`src/core/ssv_pkg.sv`:
```
// Shared constants and types for the speed separation supervisor.
// Assumes a single 20 MHz system clock and a synchronous active-high reset.
package ssv_pkg;
	// =====================================================
	// Timing
	localparam int CLK_HZ = 20_000_000; // System clock rate
	localparam int SEQ_WIN_MS = 500; // Zone-switch and exit-check window
	localparam int SEQ_WIN_CYC = SEQ_WIN_MS * (CLK_HZ / 1000); // Window in cycles

	// =====================================================
	// Register map (byte offsets on the bus)
	localparam logic [3:0] OFS_CTRL = 4'h0; // Control word
	localparam logic [3:0] OFS_STATUS = 4'h4; // Status word
	localparam int CTRL_AUTO_BIT = 0; // Automated reset permitted
	localparam logic [31:0] CTRL_RST = 32'h0000_0001; // Control reset value
	localparam logic [31:0] DAT_ZERO = 32'h0000_0000; // Unmapped read value

	// =====================================================
	// Zone set select channels {b, a}
	localparam logic [1:0] ZSEL_SET1 = 2'h1; // Large field set
	localparam logic [1:0] ZSEL_SET2 = 2'h2; // Small field set

	// =====================================================
	// Supervisor states, one-hot
	typedef enum logic [4:0] {
		ST_LOCK = 5'h01, // Safe state, waits for manual reset
		ST_RUN = 5'h02, // Running mode, robot moving
		ST_PSTOP = 5'h04, // Protective stop, zone occupied
		ST_EXIT = 5'h08, // Exit sequence check
		ST_PROG = 5'h10 // Programming mode
	} ssv_state_t;

	// Decoded selector position
	typedef enum logic [1:0] {
		MODE_FAULT = 2'h0, // Invalid combination
		MODE_RUN = 2'h1, // Running mode
		MODE_PROG = 2'h2 // Programming mode
	} ssv_mode_t;

	// Scanner and robot feedback
	typedef struct packed {
		logic warn_int; // Warning zone interrupted
		logic prot_int; // Active protective zone interrupted
		logic robot_reduced; // Robot reports reduced speed active
	} ssv_sense_t;

	// Status word contents, low bits of the status register
	typedef struct packed {
		logic viol_seen; // Exit sequence violated since last reset
		logic estop; // Emergency stop latched
		logic pstop; // Protective stop request
		logic red_req; // Reduced speed request
		logic zone2; // Zone set 2 selected
		ssv_mode_t mode; // Decoded mode
		ssv_state_t state; // Supervisor state
	} ssv_status_t;
endpackage : ssv_pkg

```
`src/core/ssv_supervisor.sv`:
```
// Speed separation supervisor: scanner zones, robot speed and stop control.
// Assumes scanner, robot and switch inputs synchronous to clk_i.
//
// Design decisions made here: the register offsets and the Wishbone register port.
`timescale 1ns/1ps
module ssv_supervisor
	import ssv_pkg::*;
#(
	parameter int WIN_CYC = SEQ_WIN_CYC // Qualify window, shorten in simulation
) (
	input wire logic clk_i, // System clock, 20 MHz
	input wire logic rst_i, // Synchronous reset, active high
	input wire ssv_sense_t sense_i, // Scanner zones and robot speed
	input wire logic estop_btn_i, // Emergency stop pressed
	input wire logic reset_btn_i, // Manual reset pushbutton
	input wire logic mode_select_input_a_i, // Mode selector channel A
	input wire logic mode_select_input_b_i, // Mode selector channel B
	input wire logic wb_cyc_i, // Wishbone cycle
	input wire logic wb_stb_i, // Wishbone strobe
	input wire logic wb_we_i, // Wishbone write enable
	input wire logic [3:0] wb_adr_i, // Wishbone byte address
	input wire logic [3:0] wb_sel_i, // Wishbone byte lanes
	input wire logic [31:0] wb_dat_i, // Wishbone write data
	output logic [31:0] wb_dat_o, // Wishbone read data
	output logic wb_ack_o, // Wishbone acknowledge
	output logic reduced_speed_req_o, // Request reduced speed from robot
	output logic prot_stop_o, // Protective stop to robot
	output logic estop_o, // Emergency stop to robot
	output logic [1:0] zone_set_o // Zone set select {b, a}
);
	// =====================================================
	// Declarations
	ssv_state_t state_ff; // Supervisor state
	ssv_state_t nxt_state; // Next state
	ssv_mode_t mode_ff; // Mode seen last cycle
	ssv_mode_t mode_now; // Mode decoded this cycle
	logic btn_ff; // Reset button last cycle
	logic press; // Reset button rising edge
	logic zone2_ff; // Zone set 2 selected
	logic nxt_zone2; // Next zone set choice
	logic red_req_ff; // Reduced speed request
	logic pstop_ff; // Protective stop request
	logic estop_ff; // Emergency stop latched
	logic viol_ff; // Violation seen, sticky until reset
	logic [1:0] zsel_ff; // Zone select channels
	logic viol; // Exit sequence violated now
	logic force_lock; // Emergency, mode change or fault
	logic in_run; // Running-mode state
	logic qual_done; // Warning held with reduced speed
	logic exit_done; // Warning held after protective clear
	logic auto_en; // Automated reset permitted
	logic warn;
	logic prot;
	logic red;
	ssv_status_t status;

	assign warn = sense_i.warn_int;
	assign prot = sense_i.prot_int;
	assign red = sense_i.robot_reduced;
	assign press = reset_btn_i && !btn_ff;
	assign in_run = state_ff inside {ST_RUN, ST_PSTOP, ST_EXIT};

	// =====================================================
	// Mode decode
	always_comb begin
		if (mode_select_input_a_i && !mode_select_input_b_i) begin
			mode_now = MODE_RUN;
		end else if (!mode_select_input_a_i && mode_select_input_b_i) begin
			mode_now = MODE_PROG;
		end else begin
			mode_now = MODE_FAULT;
		end
	end

	// Any change or fault drops to the safe state
	assign force_lock = estop_btn_i || mode_now != mode_ff || mode_now == MODE_FAULT;

	// =====================================================
	// Input history
	always_ff @(posedge clk_i) begin
		if (rst_i) begin
			mode_ff <= MODE_FAULT;
			btn_ff <= 1'b0;
		end else begin
			mode_ff <= mode_now;
			btn_ff <= reset_btn_i;
		end
	end

	// =====================================================
	// Qualifying timers
	ssv_timer #(.CYCLES(WIN_CYC)) u_qual (
		.clk_i(clk_i),
		.rst_i(rst_i),
		.run_i(state_ff == ST_RUN && warn && red),
		.done_o(qual_done)
	);

	ssv_timer #(.CYCLES(WIN_CYC)) u_exit (
		.clk_i(clk_i),
		.rst_i(rst_i),
		.run_i(state_ff == ST_EXIT && warn),
		.done_o(exit_done)
	);

	// =====================================================
	// State transitions
	always_comb begin
		nxt_state = state_ff;
		viol = 1'b0;
		if (force_lock) begin
			nxt_state = ST_LOCK;
		end else begin
			case (state_ff)
				ST_LOCK: begin
					// Manual release, running mode needs clear zones
					if (press && (mode_now == MODE_PROG || (!warn && !prot))) begin
						nxt_state = (mode_now == MODE_PROG) ? ST_PROG : ST_RUN;
					end
				end
				ST_RUN: begin
					if (prot) begin
						nxt_state = ST_PSTOP;
					end
				end
				ST_PSTOP: begin
					if (!prot) begin
						nxt_state = ST_EXIT;
					end
				end
				ST_EXIT: begin
					if (prot) begin
						nxt_state = ST_PSTOP;
					end else if (!warn) begin
						viol = 1'b1;
						nxt_state = ST_LOCK;
					end else if (exit_done) begin
						nxt_state = auto_en ? ST_RUN : ST_LOCK;
					end
				end
				ST_PROG: begin
					nxt_state = ST_PROG;
				end
				default: begin
					nxt_state = ST_LOCK;
				end
			endcase
		end
	end

	// =====================================================
	// State register
	always_ff @(posedge clk_i) begin
		if (rst_i) begin
			state_ff <= ST_LOCK;
		end else begin
			state_ff <= nxt_state;
		end
	end

	// =====================================================
	// Zone set choice
	always_comb begin
		if (!(nxt_state inside {ST_RUN, ST_PSTOP, ST_EXIT})) begin
			nxt_zone2 = 1'b0;
		end else if (!red) begin
			nxt_zone2 = 1'b0;
		end else if (!warn && !prot) begin
			nxt_zone2 = 1'b0;
		end else if (qual_done && warn) begin
			nxt_zone2 = 1'b1;
		end else begin
			nxt_zone2 = zone2_ff;
		end
	end

	always_ff @(posedge clk_i) begin
		if (rst_i) begin
			zone2_ff <= 1'b0;
			zsel_ff <= ZSEL_SET1;
		end else begin
			zone2_ff <= nxt_zone2;
			zsel_ff <= nxt_zone2 ? ZSEL_SET2 : ZSEL_SET1;
		end
	end

	// =====================================================
	// Robot requests
	always_ff @(posedge clk_i) begin
		if (rst_i) begin
			red_req_ff <= 1'b0;
			pstop_ff <= 1'b1;
		end else begin
			red_req_ff <= in_run && (warn || prot);
			pstop_ff <= nxt_state inside {ST_LOCK, ST_PSTOP, ST_EXIT};
		end
	end

	// Emergency stop latch, cleared only by the manual release
	always_ff @(posedge clk_i) begin
		if (rst_i) begin
			estop_ff <= 1'b0;
			viol_ff <= 1'b0;
		end else if (estop_btn_i || viol) begin
			estop_ff <= 1'b1;
			viol_ff <= viol_ff || viol;
		end else if (state_ff == ST_LOCK && nxt_state != ST_LOCK) begin
			estop_ff <= 1'b0;
			viol_ff <= 1'b0;
		end
	end

	// =====================================================
	// Register slave
	assign status = '{viol_seen: viol_ff, estop: estop_ff, pstop: pstop_ff, red_req: red_req_ff,
		zone2: zone2_ff, mode: mode_ff, state: state_ff};

	ssv_wb_regs u_regs (
		.clk_i(clk_i),
		.rst_i(rst_i),
		.cyc_i(wb_cyc_i),
		.stb_i(wb_stb_i),
		.we_i(wb_we_i),
		.adr_i(wb_adr_i),
		.sel_i(wb_sel_i),
		.dat_i(wb_dat_i),
		.status_i(status),
		.dat_o(wb_dat_o),
		.ack_o(wb_ack_o),
		.auto_en_o(auto_en)
	);

	assign reduced_speed_req_o = red_req_ff;
	assign prot_stop_o = pstop_ff;
	assign estop_o = estop_ff;
	assign zone_set_o = zsel_ff;
endmodule : ssv_supervisor

```
`src/core/ssv_timer.sv`:
```
// Qualifying timer: counts while its condition holds, restarts when it drops.
// Assumes the caller keeps run_i stable per cycle; done_o stays high while run_i holds.
`timescale 1ns/1ps
module ssv_timer #(
	parameter int CYCLES = 16
) (
	input wire logic clk_i, // System clock
	input wire logic rst_i, // Synchronous reset
	input wire logic run_i, // Condition being qualified
	output logic done_o // Condition held CYCLES cycles
);
	localparam int W = $clog2(CYCLES + 1);
	localparam logic [W-1:0] LAST = CYCLES[W-1:0];

	logic [W-1:0] cnt_ff; // Cycles the condition has held

	// =====================================================
	// Counter saturates at the window length
	always_ff @(posedge clk_i) begin
		if (rst_i || !run_i) begin
			cnt_ff <= '0;
		end else if (cnt_ff != LAST) begin
			cnt_ff <= cnt_ff + 1'b1;
		end
	end

	assign done_o = (cnt_ff == LAST);
endmodule : ssv_timer

```
`src/core/ssv_wb_regs.sv`:
```
// Wishbone classic register slave: control word and status word.
// Assumes a single-cycle classic master that holds its request until ack.
`timescale 1ns/1ps
module ssv_wb_regs
	import ssv_pkg::*;
(
	input wire logic clk_i, // System clock
	input wire logic rst_i, // Synchronous reset
	input wire logic cyc_i, // Bus cycle
	input wire logic stb_i, // Strobe
	input wire logic we_i, // Write enable
	input wire logic [3:0] adr_i, // Byte address
	input wire logic [3:0] sel_i, // Byte lanes
	input wire logic [31:0] dat_i, // Write data
	input wire ssv_status_t status_i, // Live block state
	output logic [31:0] dat_o, // Read data
	output logic ack_o, // Acknowledge
	output logic auto_en_o // Automated reset permitted
);
	logic [31:0] ctrl_ff; // Control register
	logic [31:0] rdat_ff; // Registered read data
	logic ack_ff; // Registered acknowledge
	logic req; // New request this cycle

	assign req = cyc_i && stb_i && !ack_ff;

	// =====================================================
	// Acknowledge one cycle after the request, drop the next
	always_ff @(posedge clk_i) begin
		if (rst_i) begin
			ack_ff <= 1'b0;
		end else begin
			ack_ff <= req;
		end
	end

	// =====================================================
	// Control write commits at the edge the master samples ack, low byte lane only carries bits
	always_ff @(posedge clk_i) begin
		if (rst_i) begin
			ctrl_ff <= CTRL_RST;
		end else if (cyc_i && stb_i && ack_ff && we_i && adr_i == OFS_CTRL && sel_i[0]) begin
			ctrl_ff <= {31'h0000_0000, dat_i[CTRL_AUTO_BIT]};
		end
	end

	// =====================================================
	// Read mux, unmapped addresses read zero
	always_ff @(posedge clk_i) begin
		if (rst_i) begin
			rdat_ff <= DAT_ZERO;
		end else if (req && !we_i) begin
			case (adr_i)
				OFS_CTRL: begin
					rdat_ff <= ctrl_ff;
				end
				OFS_STATUS: begin
					rdat_ff <= {{(32 - $bits(ssv_status_t)){1'b0}}, status_i};
				end
				default: begin
					rdat_ff <= DAT_ZERO;
				end
			endcase
		end
	end

	assign dat_o = rdat_ff;
	assign ack_o = ack_ff;
	assign auto_en_o = ctrl_ff[CTRL_AUTO_BIT];
endmodule : ssv_wb_regs

```
`config.mk`:
```
export PLATFORM = sky130hd
export DESIGN_NAME = ssv_supervisor
export DESIGN_NICKNAME = d
export VERILOG_FILES = /design/src/core/ssv_pkg.sv /design/src/core/ssv_supervisor.sv /design/src/core/ssv_timer.sv /design/src/core/ssv_wb_regs.sv
export SDC_FILE = /design/constraint.sdc
export NUM_CORES = 1
export LEC_CHECK = 0
export BUFFER_PORTS_ARGS = -buffer_cell sky130_fd_sc_hd__buf_2
export CAP_MARGIN = 20
export CORE_MARGIN = 2
export CORE_UTILIZATION = 53
export CTS_CLUSTER_DIAMETER = 200
export CTS_CLUSTER_SIZE = 30
export DETAILED_ROUTE_END_ITERATION = 8
export HOLD_SLACK_MARGIN = 0.05
export PLACE_DENSITY = 0.9
export SETUP_SLACK_MARGIN = 0.4
export SLEW_MARGIN = 0
export SYNTH_ARGS = -nofsm -noshare
export SYNTH_HDL_FRONTEND = slang
export SYNTH_SLANG_ARGS = --single-unit
```
`constraint.sdc`:
```
create_clock -name clk_i -period 3.5 [get_ports clk_i]
set_input_delay 0.7 -clock clk_i [delete_from_list [all_inputs] [get_ports clk_i]]
set_output_delay 0.7 -clock clk_i [all_outputs]
set_load 0.005 [all_outputs]
```
# ---- After elaboration in Yosys (flattened, before gate mapping)
# Cells that the tools add are included.
dict set report word_totals {
  ff_bits 97
  out_inout_bits 38
}
dict set report op_classes {
  addsub 2
  n_eq_ne 17
  n_mux 25
  n_reduce_logical 41
}
# operator n
set ops {}
lappend ops {{$add 24x1->24 const B} 2}
lappend ops {{$eq 24x24->1 const B} 2}
lappend ops {{$ne 24x24->1 const B} 2}
lappend ops {{$mux 5} 8}
lappend ops {{$pmux 5 s5} 1}
lappend ops {{$pmux 12 s2} 1}
lappend ops {{$logic_and 1x1->1} 18}
lappend ops {{$mux 1} 11}
lappend ops {{$eq 5x1->1 const B} 2}
lappend ops {{$eq 5x2->1 const B} 2}
lappend ops {{$eq 5x3->1 const B} 2}
lappend ops {{$eq 5x4->1 const B} 2}
lappend ops {{$logic_not 1->1} 9}
lappend ops {{$reduce_bool 3->1} 3}
lappend ops {{$logic_or 1x1->1} 8}
lappend ops {{$mux 2} 4}
lappend ops {{$eq 5x5->1 const B} 1}
lappend ops {{$ne 5x1->1 const B} 1}
lappend ops {{$eq 4x3->1 const B} 1}
lappend ops {{$logic_not 4->1} 1}
lappend ops {{$eq 2x2->1 const B} 1}
lappend ops {{$logic_not 2->1} 1}
lappend ops {{$ne 2x2->1} 1}
lappend ops {{$reduce_bool 2->1} 1}

# ---- Logic depth before layout (Yosys ltp)
# Gate-level depths: netlist of run 1.
dict set report depth {
  ltp_word 14
  mapped_depth 7
  mapped_depth_nobuf 7
}

# ---- Cells and area by module
# From an unflattened synthesis of run 1, not the netlist that was laid out.
dict set report hier_totals {
  hier_cells 462
  area_unflattened_um2 3916.3
}
# mod instances cells_each area_per_inst_um2
set modules_own_cells {}
lappend modules_own_cells {ssv_timer 2 141 1184.9}
lappend modules_own_cells {ssv_supervisor 1 94 794.5}
lappend modules_own_cells {ssv_wb_regs 1 86 752.0}

# ---- Least setup slack after synthesis of run 1
# Ideal clock, no wire load.
dict set report synth_timing {
  kind {in2reg}
  start {input mode_select_input_a_i}
  end {register zsel_ff[0], in the netlist zone_set_o[0]}
  arrival_time_ns 2.700
  path_slack_ns 0.666
  path_stages 7
  path_buffers 0
  cell_sequence {inv_1 ha_1 xor2_1 or4_1 a311o_1 a221o_1 or4b_1}
}
dict set report synth_between {
  elab_chain_len 14
}
# element line_no
set synth_lines {}
lappend synth_lines {{from (decl)} ssv_supervisor.sv:16} ;# input wire logic mode_select_input_a_i,
lappend synth_lines {{$logic_not 1->1} ssv_supervisor.sv:68} ;# end else if (!mode_select_input_a_i && mode_select_input_b_i) begin
lappend synth_lines {{$logic_and 1x1->1} ssv_supervisor.sv:68}
lappend synth_lines {{$mux 2} ssv_supervisor.sv:68}
lappend synth_lines {{$mux 2 *} ssv_supervisor.sv:66} ;# if (mode_select_input_a_i && !mode_select_input_b_i) begin
lappend synth_lines {{named net mode_now[1]} ssv_supervisor.sv:36} ;# ssv_mode_t mode_now;
lappend synth_lines {{$eq 2x2->1} {ssv_supervisor.sv:117, ssv_supervisor.sv:118}}
lappend synth_lines {{$logic_or 1x1->1} ssv_supervisor.sv:117} ;# if (press && (mode_now == MODE_PROG || (!warn && !prot))) begin
lappend synth_lines {{$logic_and 1x1->1} ssv_supervisor.sv:117}
lappend synth_lines {{$mux 5} ssv_supervisor.sv:117}
lappend synth_lines {{$pmux 5 s5} ssv_supervisor.sv:114} ;# case (state_ff)
lappend synth_lines {{$mux 5 *} ssv_supervisor.sv:111} ;# if (force_lock) begin
lappend synth_lines {{$eq 5x2->1, or another cell as far along} ssv_supervisor.sv:164} ;# if (!(nxt_state inside {ST_RUN, ST_PSTOP, ST_EXIT})) begin
lappend synth_lines {{$reduce_bool 3->1 *} ssv_supervisor.sv:164}
lappend synth_lines {{$mux 1 *} ssv_supervisor.sv:164}
lappend synth_lines {{$mux 2 *} ssv_supervisor.sv:183} ;# zsel_ff <= nxt_zone2 ? ZSEL_SET2 : ZSEL_SET1;
lappend synth_lines {{to (signal assigned)} ssv_supervisor.sv:183}
lappend synth_lines {{to (decl)} ssv_supervisor.sv:45} ;# logic [1:0] zsel_ff;
# Mark *: on every way through the listed nets, which the timed path passes. The rest lies on a longest branch.
# A chain may end at the register's enable or synchronous reset.

# ---- Worst setup path after layout of run 1
# Same ends and word-level chain as after synthesis.

==> key figures, run 1 <==
Clock tree
  – Root buf cell: clkbuf_8
  – Postcts setup bufs: 0
  – Worst-Skew Late Latency: about 0.35 ns
  – PostCTS Resize Cnt: 0
  – CTS Buf Count: 9
  – H-tree levels: 3
  – Clk sink count: 76
  – CTS tree: yes
  – CTS Hold Bufs: 0
  – Clock tree buffer depth: 2
  – Clock transition at the registers of the reported paths: about 0.080 ns

STA
  – Final Hold Fails: 0
  – Fin. max-slew vios: 0
  – Final worst path period need: between 2 and 3 ns
  – Final worst path period share: 79.5%
  – # setup viols final: 0
  – Relative slew slack: between 40% and 50%
  – TNS Setup: 0 ns
  – Clk_skew: around 0.010 ns
  – Worst Tran Pin Value: a little under 0.8 ns
  – RSZ-0062 raised after global routing: false
  – Maximum clock frequency: between 0.3 and 0.4 GHz

Synthesis
  – Top post-synthesis cells by area: dfxtp_1 42%, nor2_1 6.7%, xor2_1 5.1%, xnor2_1 4.6%, buf_4 4.4%
  – Register area share after synthesis: between 40% and 50%
  – Yosys top cell area share: between 40 and 50%
  – Synth unique cells: 43
  – Register bit total from synthesis: 76
  – Synth Warn #: 0
  – Syn Area/Cell: 8.57 µm²
  – Area leader, netlist: dfxtp_1
  – Mapped cell area: between 3000 and 4000 µm²
  – Gate Count Post-Synth: 419

Floorplanning
  – Die area: about 7400 µm²
  – IO Pins: 90
  – Site row count: 29
  – DIE HEIGHT: between 80 and 90 µm
  – Die Width: approximately 86 µm
  – Initial core utilization: 55.6%
  – CORE AREA: 6460 µm²

Global routing
  – Total grt overflow: 0
  – First-pass GRT wire length: 12400 µm
  – Antenna violations before repair: 0
  – Number of global-route vias before repair: 2790
  – Largest net degree at the start of global routing: 25
  – Total track usage: about a fifth

Final layout
  – Antenna Cells: 0
  – Proportion of layout cells with a drive suffix above 1: roughly 12%
  – Most common cell after layout, fill and taps aside: dfxtp_1
  – Area Overhead vs Synth: 9.06%
  – Commonest non-fill, non-tap cells in the layout: 76 x dfxtp_1, 64 x nor2_1, 35 x buf_2
  – Nets: 510

Setup path
  – CP max-delay cell: or4b_1
  – CP Data Required Time: approximately 3.7 ns
  – Critical path's largest stage delay: roughly 0.5 ns
  – Crit. End Element: register
  – Cell breakdown of the critical path: buf_2, inv_1, ha_1, xor2_1, or4_1, a311o_1, a221o_1, or4b_1
  – Crit path DAT: between 3 and 4 ns
  – Setup CP Type: in -> reg
  – Startpoint types: input pin
  – CP Max Fanout: 6

Min path
  – HP Class: reg -> reg

Detailed routing
  – Initial drt markers: 169
  – Mean number of vias per cell: 5.67
  – DRT Pass-1 Iters: 5
  – Via count: around 3000
  – Drt wl/cell: 13.7 µm
  – Antenna Nets Post-Route: 0
  – Total Wirelength: 7310 µm
  – DR DRC count: 0

Placed design
  – Routability cong.: 0.837
  – Final HPWL DP: 5070 µm
  – # port buffers: 35

Pwr
  – PD cells: 383 nW/µm²
  – Leak pwr: about 1.4 nW
  – Overall power: around 0.0015 W
  – IR drop worst, VDD: roughly 0.00019 V

Run
  – MaxCap Viol Count: 0

Run status
  – Status: finished clean
[critical path: cells and delay by family]
kind	cells	cell delay (ns)
adders and majority gates	1	0.27
xor gates and xnor gates	1	0.19
and+or+nand+nor	2	0.96
AOI/OAI and AO/OA	2	0.75
buffers and inverters	2	0.14
[flip-flops by register name, indices dropped and copies added, names as in the netlist, 2 cells and up]
| name | cells |
|---|---|
| state_ff | 5 |
| u_regs.dat_o | 12 |
| u_qual.cnt_ff | 24 |
| mode_ff | 2 |
| u_exit.cnt_ff | 24 |
[path summary, 6_finish.rpt]
path	startpoint	end	slack, ns	cells past startpoint
setup reg to reg	u_exit.cnt_ff[4]	zone_set_o[0]	0.85	5
hold / removal	estop_o	estop_o	0.47	2
setup / recovery	mode_select_input_a_i	zone_set_o[0]	0.72	8
hold reg to reg	estop_o	estop_o	0.47	2
[layout make-up]
type | instances | area (µm²)
Fill cell | 543 | 2540
Multi-Input combinational cell | 314 | 1880
Sequential cell | 76 | 1520
Timing Repair Buffer | 38 | 198
Clock buffer | 12 | 145
Tap cell | 77 | 96.3
Inverter | 13 | 48.8
Clock inverter | 4 | 25.0
[metal layers]
metal	vias to the layer above	track usage, %	share of wire, %
met5	-	0	0
met4	0	8.81	1.7
met3	13	6.57	4.9
met2	87	35.7	50
met1	1437	24.3	43
li1	1490	-	-
[stage by stage]
stage | utilization (%) | setup WS [ns] | std cells | area (µm²) | hold WS, ns
2_1_floorplan | - | 0.666 | 438 | 3660 | 0.455
3_3_place_gp | 58.0 | 0.413 | 518 | 3740 | 0.444
3_5_place_dp | 58.0 | 0.395 | 518 | 3740 | 0.457
4_1_cts | 60.6 | 0.716 | 534 | 3920 | 0.471
5_1_grt | 60.6 | 0.653 | 534 | 3920 | 0.492
6_report | 60.6 | 0.718 | 534 | 3920 | 0.469
[kinds of logic (layout without fill, tap and decap cells)]
logic type               after synthesis  after routing  share of synthesized area (%)
flip-flops                            76             76                           42.4
XOR/XNOR                              40             40                           9.76
buffers and inverters                 48             67                           7.22
adder cells (fa/ha/maj)                6              6                           2.09
AO/OA/AOI/OAI                         50             50                           8.92
AND/OR/NAND/NOR                      193            193                           28.1
other                                  1             20                          0.104
multiplexers                           5              5                           1.39
[Yosys cell counts]
cell type,number
or4b_1,1
and3_1,7
a311o_1,1
nor4bb_1,2
a211oi_1,2
clkbuf_1,14
a32oi_1,1
mux2i_1,5
buf_4,21
o211ai_1,1
o31a_1,1
nand3b_1,1
nor4_1,4
nor2b_1,10
a21oi_1,14
ha_1,6
a31o_2,1
a31oi_1,1
or4_1,3
o2111ai_1,2
or3_1,11
a22oi_1,11
or3_4,1
nand3_1,18
nor3_1,13
or4b_2,1
o311a_1,1
xor2_1,21
nor3b_1,3
nand2_1,24
conb_1,1
nand2b_1,3
and4_1,5
o21ai_0,13
dfxtp_1,76
and3b_1,1
nor4b_1,5
xnor2_1,19
inv_1,13
or3b_2,2
nor2_1,64
a221o_1,1
nand4_1,14
[power by group]
group	leakage, nW	internal, W	switching [W]	total, W
combinational	0.672	0.0000174	0.0000296	0.0000470
sequential	0.613	0.000867	0.00000238	0.000870
clock	0.0824	0.000275	0.000309	0.000584
No activity file was read; power rests on OpenSTA's default activity.
==> run 2: changes to the inputs <==
--- a/config.mk
+++ b/config.mk
@@ -8,12 +8,12 @@
 export BUFFER_PORTS_ARGS = -buffer_cell sky130_fd_sc_hd__buf_2
 export CAP_MARGIN = 20
 export CORE_MARGIN = 2
-export CORE_UTILIZATION = 53
+export CORE_UTILIZATION = 48
 export CTS_CLUSTER_DIAMETER = 200
 export CTS_CLUSTER_SIZE = 30
 export DETAILED_ROUTE_END_ITERATION = 8
 export HOLD_SLACK_MARGIN = 0.05
-export PLACE_DENSITY = 0.9
+export PLACE_DENSITY = 0.86
 export SETUP_SLACK_MARGIN = 0.4
 export SLEW_MARGIN = 0
 export SYNTH_ARGS = -nofsm -noshare
==> constraint.sdc (replaced) <==
create_clock -name clk_i -period 2.3 [get_ports clk_i]
set_input_delay 0.46 -clock clk_i [delete_from_list [all_inputs] [get_ports clk_i]]
set_output_delay 0.46 -clock clk_i [all_outputs]
set_load 0.005 [all_outputs]
==> key figures, run 2 (synthesis results as in run 1) <==
Pwr
  – PD cells: roughly 560 nW/µm²
  – Leak pwr: roughly 1.6 nW
  – IR drop worst, VDD: approximately 0.0004 V
  – Overall power: around 0.0024 W

Clock tree
  – Worst-Skew Late Latency: ~0.35 ns
  – Clk sink count: 76
  – Clock tree buffer depth: 2
  – CTS Buf Count: 9
  – H-tree levels: 3
  – Root buf cell: clkbuf_8
  – Clock transition at the registers of the reported paths: 0.09 ns
  – CTS tree: yes

Run status
  – Failing checks: negative setup slack
  – Status: finished, violations left

Global routing
  – Total grt overflow: 0
  – Antenna violations before repair: 0
  – First-pass GRT wire length: roughly 13000 µm
  – Number of global-route vias before repair: a little under 3000
  – Largest net degree at the start of global routing: 25
  – Total track usage: approximately a fifth

Floorplanning
  – Die area: around 8000 µm²
  – Die Width: between 90 and 100 µm
  – Site row count: 31
  – CORE AREA: 7250 µm²
  – DIE HEIGHT: between 90 and 100 µm
  – IO Pins: 90
  – Initial core utilization: approximately half

STA
  – RSZ-0062 raised after global routing: true
  – Hold WS: 0.349 ns
  – Clk_skew: about 0.015 ns
  – Final worst path period share: 105%
  – Final worst slack: -0.123 ns
  – Final worst path period need: about 2.4 ns
  – # setup viols final: 3
  – Final Hold Fails: 0
  – Fin. max-slew vios: 0
  – Maximum clock frequency: between 0.4 and 0.5 GHz

Setup path
  – Startpoint types: register
  – CP Data Required Time: between 2 and 3 ns
  – Critical path's largest stage delay: between 0.5 and 0.6 ns
  – Crit. End Element: register
  – CP Max Fanout: 2
  – Setup CP Type: reg -> reg
  – Cell breakdown of the critical path: or4_4, or3_4, o311a_1, a221o_1, or4b_1
  – R2r setup slk: -0.12 ns
  – WP buf/inv: 0
  – Crit path DAT: between 2 and 3 ns
  – CP max-delay cell: or4_4
  – Worst path top cell family by delay: simple AND/OR/NAND/NOR gates
  – Reg-to-reg startpoint: u_exit.cnt_ff[14]
  – Critical R2R Capture: zone_set_o[0]
  – R2R depth: 5

Min path
  – Hold Crit Depth: 2
  – Min-delay src: sense_i[1]
  – Worst Hold End: state_ff[1]
  – HP Class: in -> reg

Detailed routing
  – DR DRC count: 0
  – Drt wl/cell: ~14 µm
  – Antenna Nets Post-Route: 0
  – Via count: roughly 3200
  – DRT Pass-1 Iters: 5
  – Total Wirelength: approximately 8000 µm
  – Mean number of vias per cell: ~5.5
  – Initial drt markers: 180

Placed design
  – Final HPWL DP: 5370 µm
  – Pre-CTS WS: -0.424 ns
  – Placed cells: around 570
  – Routability cong.: 0.884
  – # port buffers: 35

Final layout
  – Fin cells: between 500 and 600
  – Proportion of layout cells with a drive suffix above 1: between 20% and 30%
  – Antenna Cells: 0
  – Area Overhead vs Synth: 20.6%
  – Commonest non-fill, non-tap cells in the layout: 75 x dfxtp_1, 63 x nor2_1, 34 x buf_2
  – Most common cell after layout, fill and taps aside: dfxtp_1
  – Nets: 540
  – Fillers: 588

Run
  – MaxCap Viol Count: 0
## run 2: cell type report
cell class	instances	area, µm²	share of cell area (%)
inverters	13	61.3	1.42
well taps	99	124	2.86
multi-input cells	314	1990	45.9
repair buffers	68	433	10.0
clock buffers	11	141	3.27
flip-flops and latches	76	1520	35.2
clock inverters	5	61.3	1.42
## run 2: report_power, final
part | total [W] | internal (W) | switching (W)
Sequential | 0.00132 | 0.00132 | 0.00000405
Clock | 0.00103 | 0.000533 | 0.000500
Combinational | 0.0000883 | 0.0000360 | 0.0000523
Total | 0.00245 | 0.00189 | 0.000557
## run 2: worst max path at each step
stage / cells after the start / startpoint / slack [ns] / end
3_3_place_gp: 8 / mode_select_input_b_i / -0.39 / zone_set_o[0]
6_report: 5 / u_exit.cnt_ff[14] / -0.12 / zone_set_o[0]
5_1_grt: 5 / u_exit.cnt_ff[14] / -0.19 / zone_set_o[0]
3_5_place_dp: 8 / mode_select_input_b_i / -0.42 / zone_set_o[0]
2_1_floorplan: 7 / mode_select_input_b_i / -0.20 / zone_set_o[0]
4_1_cts: 5 / u_exit.cnt_ff[14] / -0.10 / zone_set_o[0]
## run 2: stage by stage
| step | setup TNS, ns | instance area [µm²] | util, % |
|---|---|---|---|
| final | -0.302 | 4330 | 59.7 |
| after global routing | -0.473 | 4330 | 59.7 |
| after CTS | -0.221 | 4270 | 58.9 |
| after detailed placement | -1.07 | 4020 | 55.4 |
| after global placement | -0.952 | 4020 | 55.4 |
| after floorplan | -0.200 | 3690 | - |
## run 2: timing repair
| item | 4_1_cts | 5_1_grt |
|---|---|---|
| setup endpoints to repair | 11 | 14 |
| hold buffers | 0 | 0 |
| buffers inserted | 1 | 1 |
| resized for setup | 9 | 10 |
| pin swaps | 4 | 8 |
## run 2: layer usage
layer	share of wire (%)	track usage, %	wire length, µm
met2	51	33.7	4110
met1	41	21.1	3300
met3	5.2	6.18	416
met4	2.4	7.82	196
met5	0	0	0
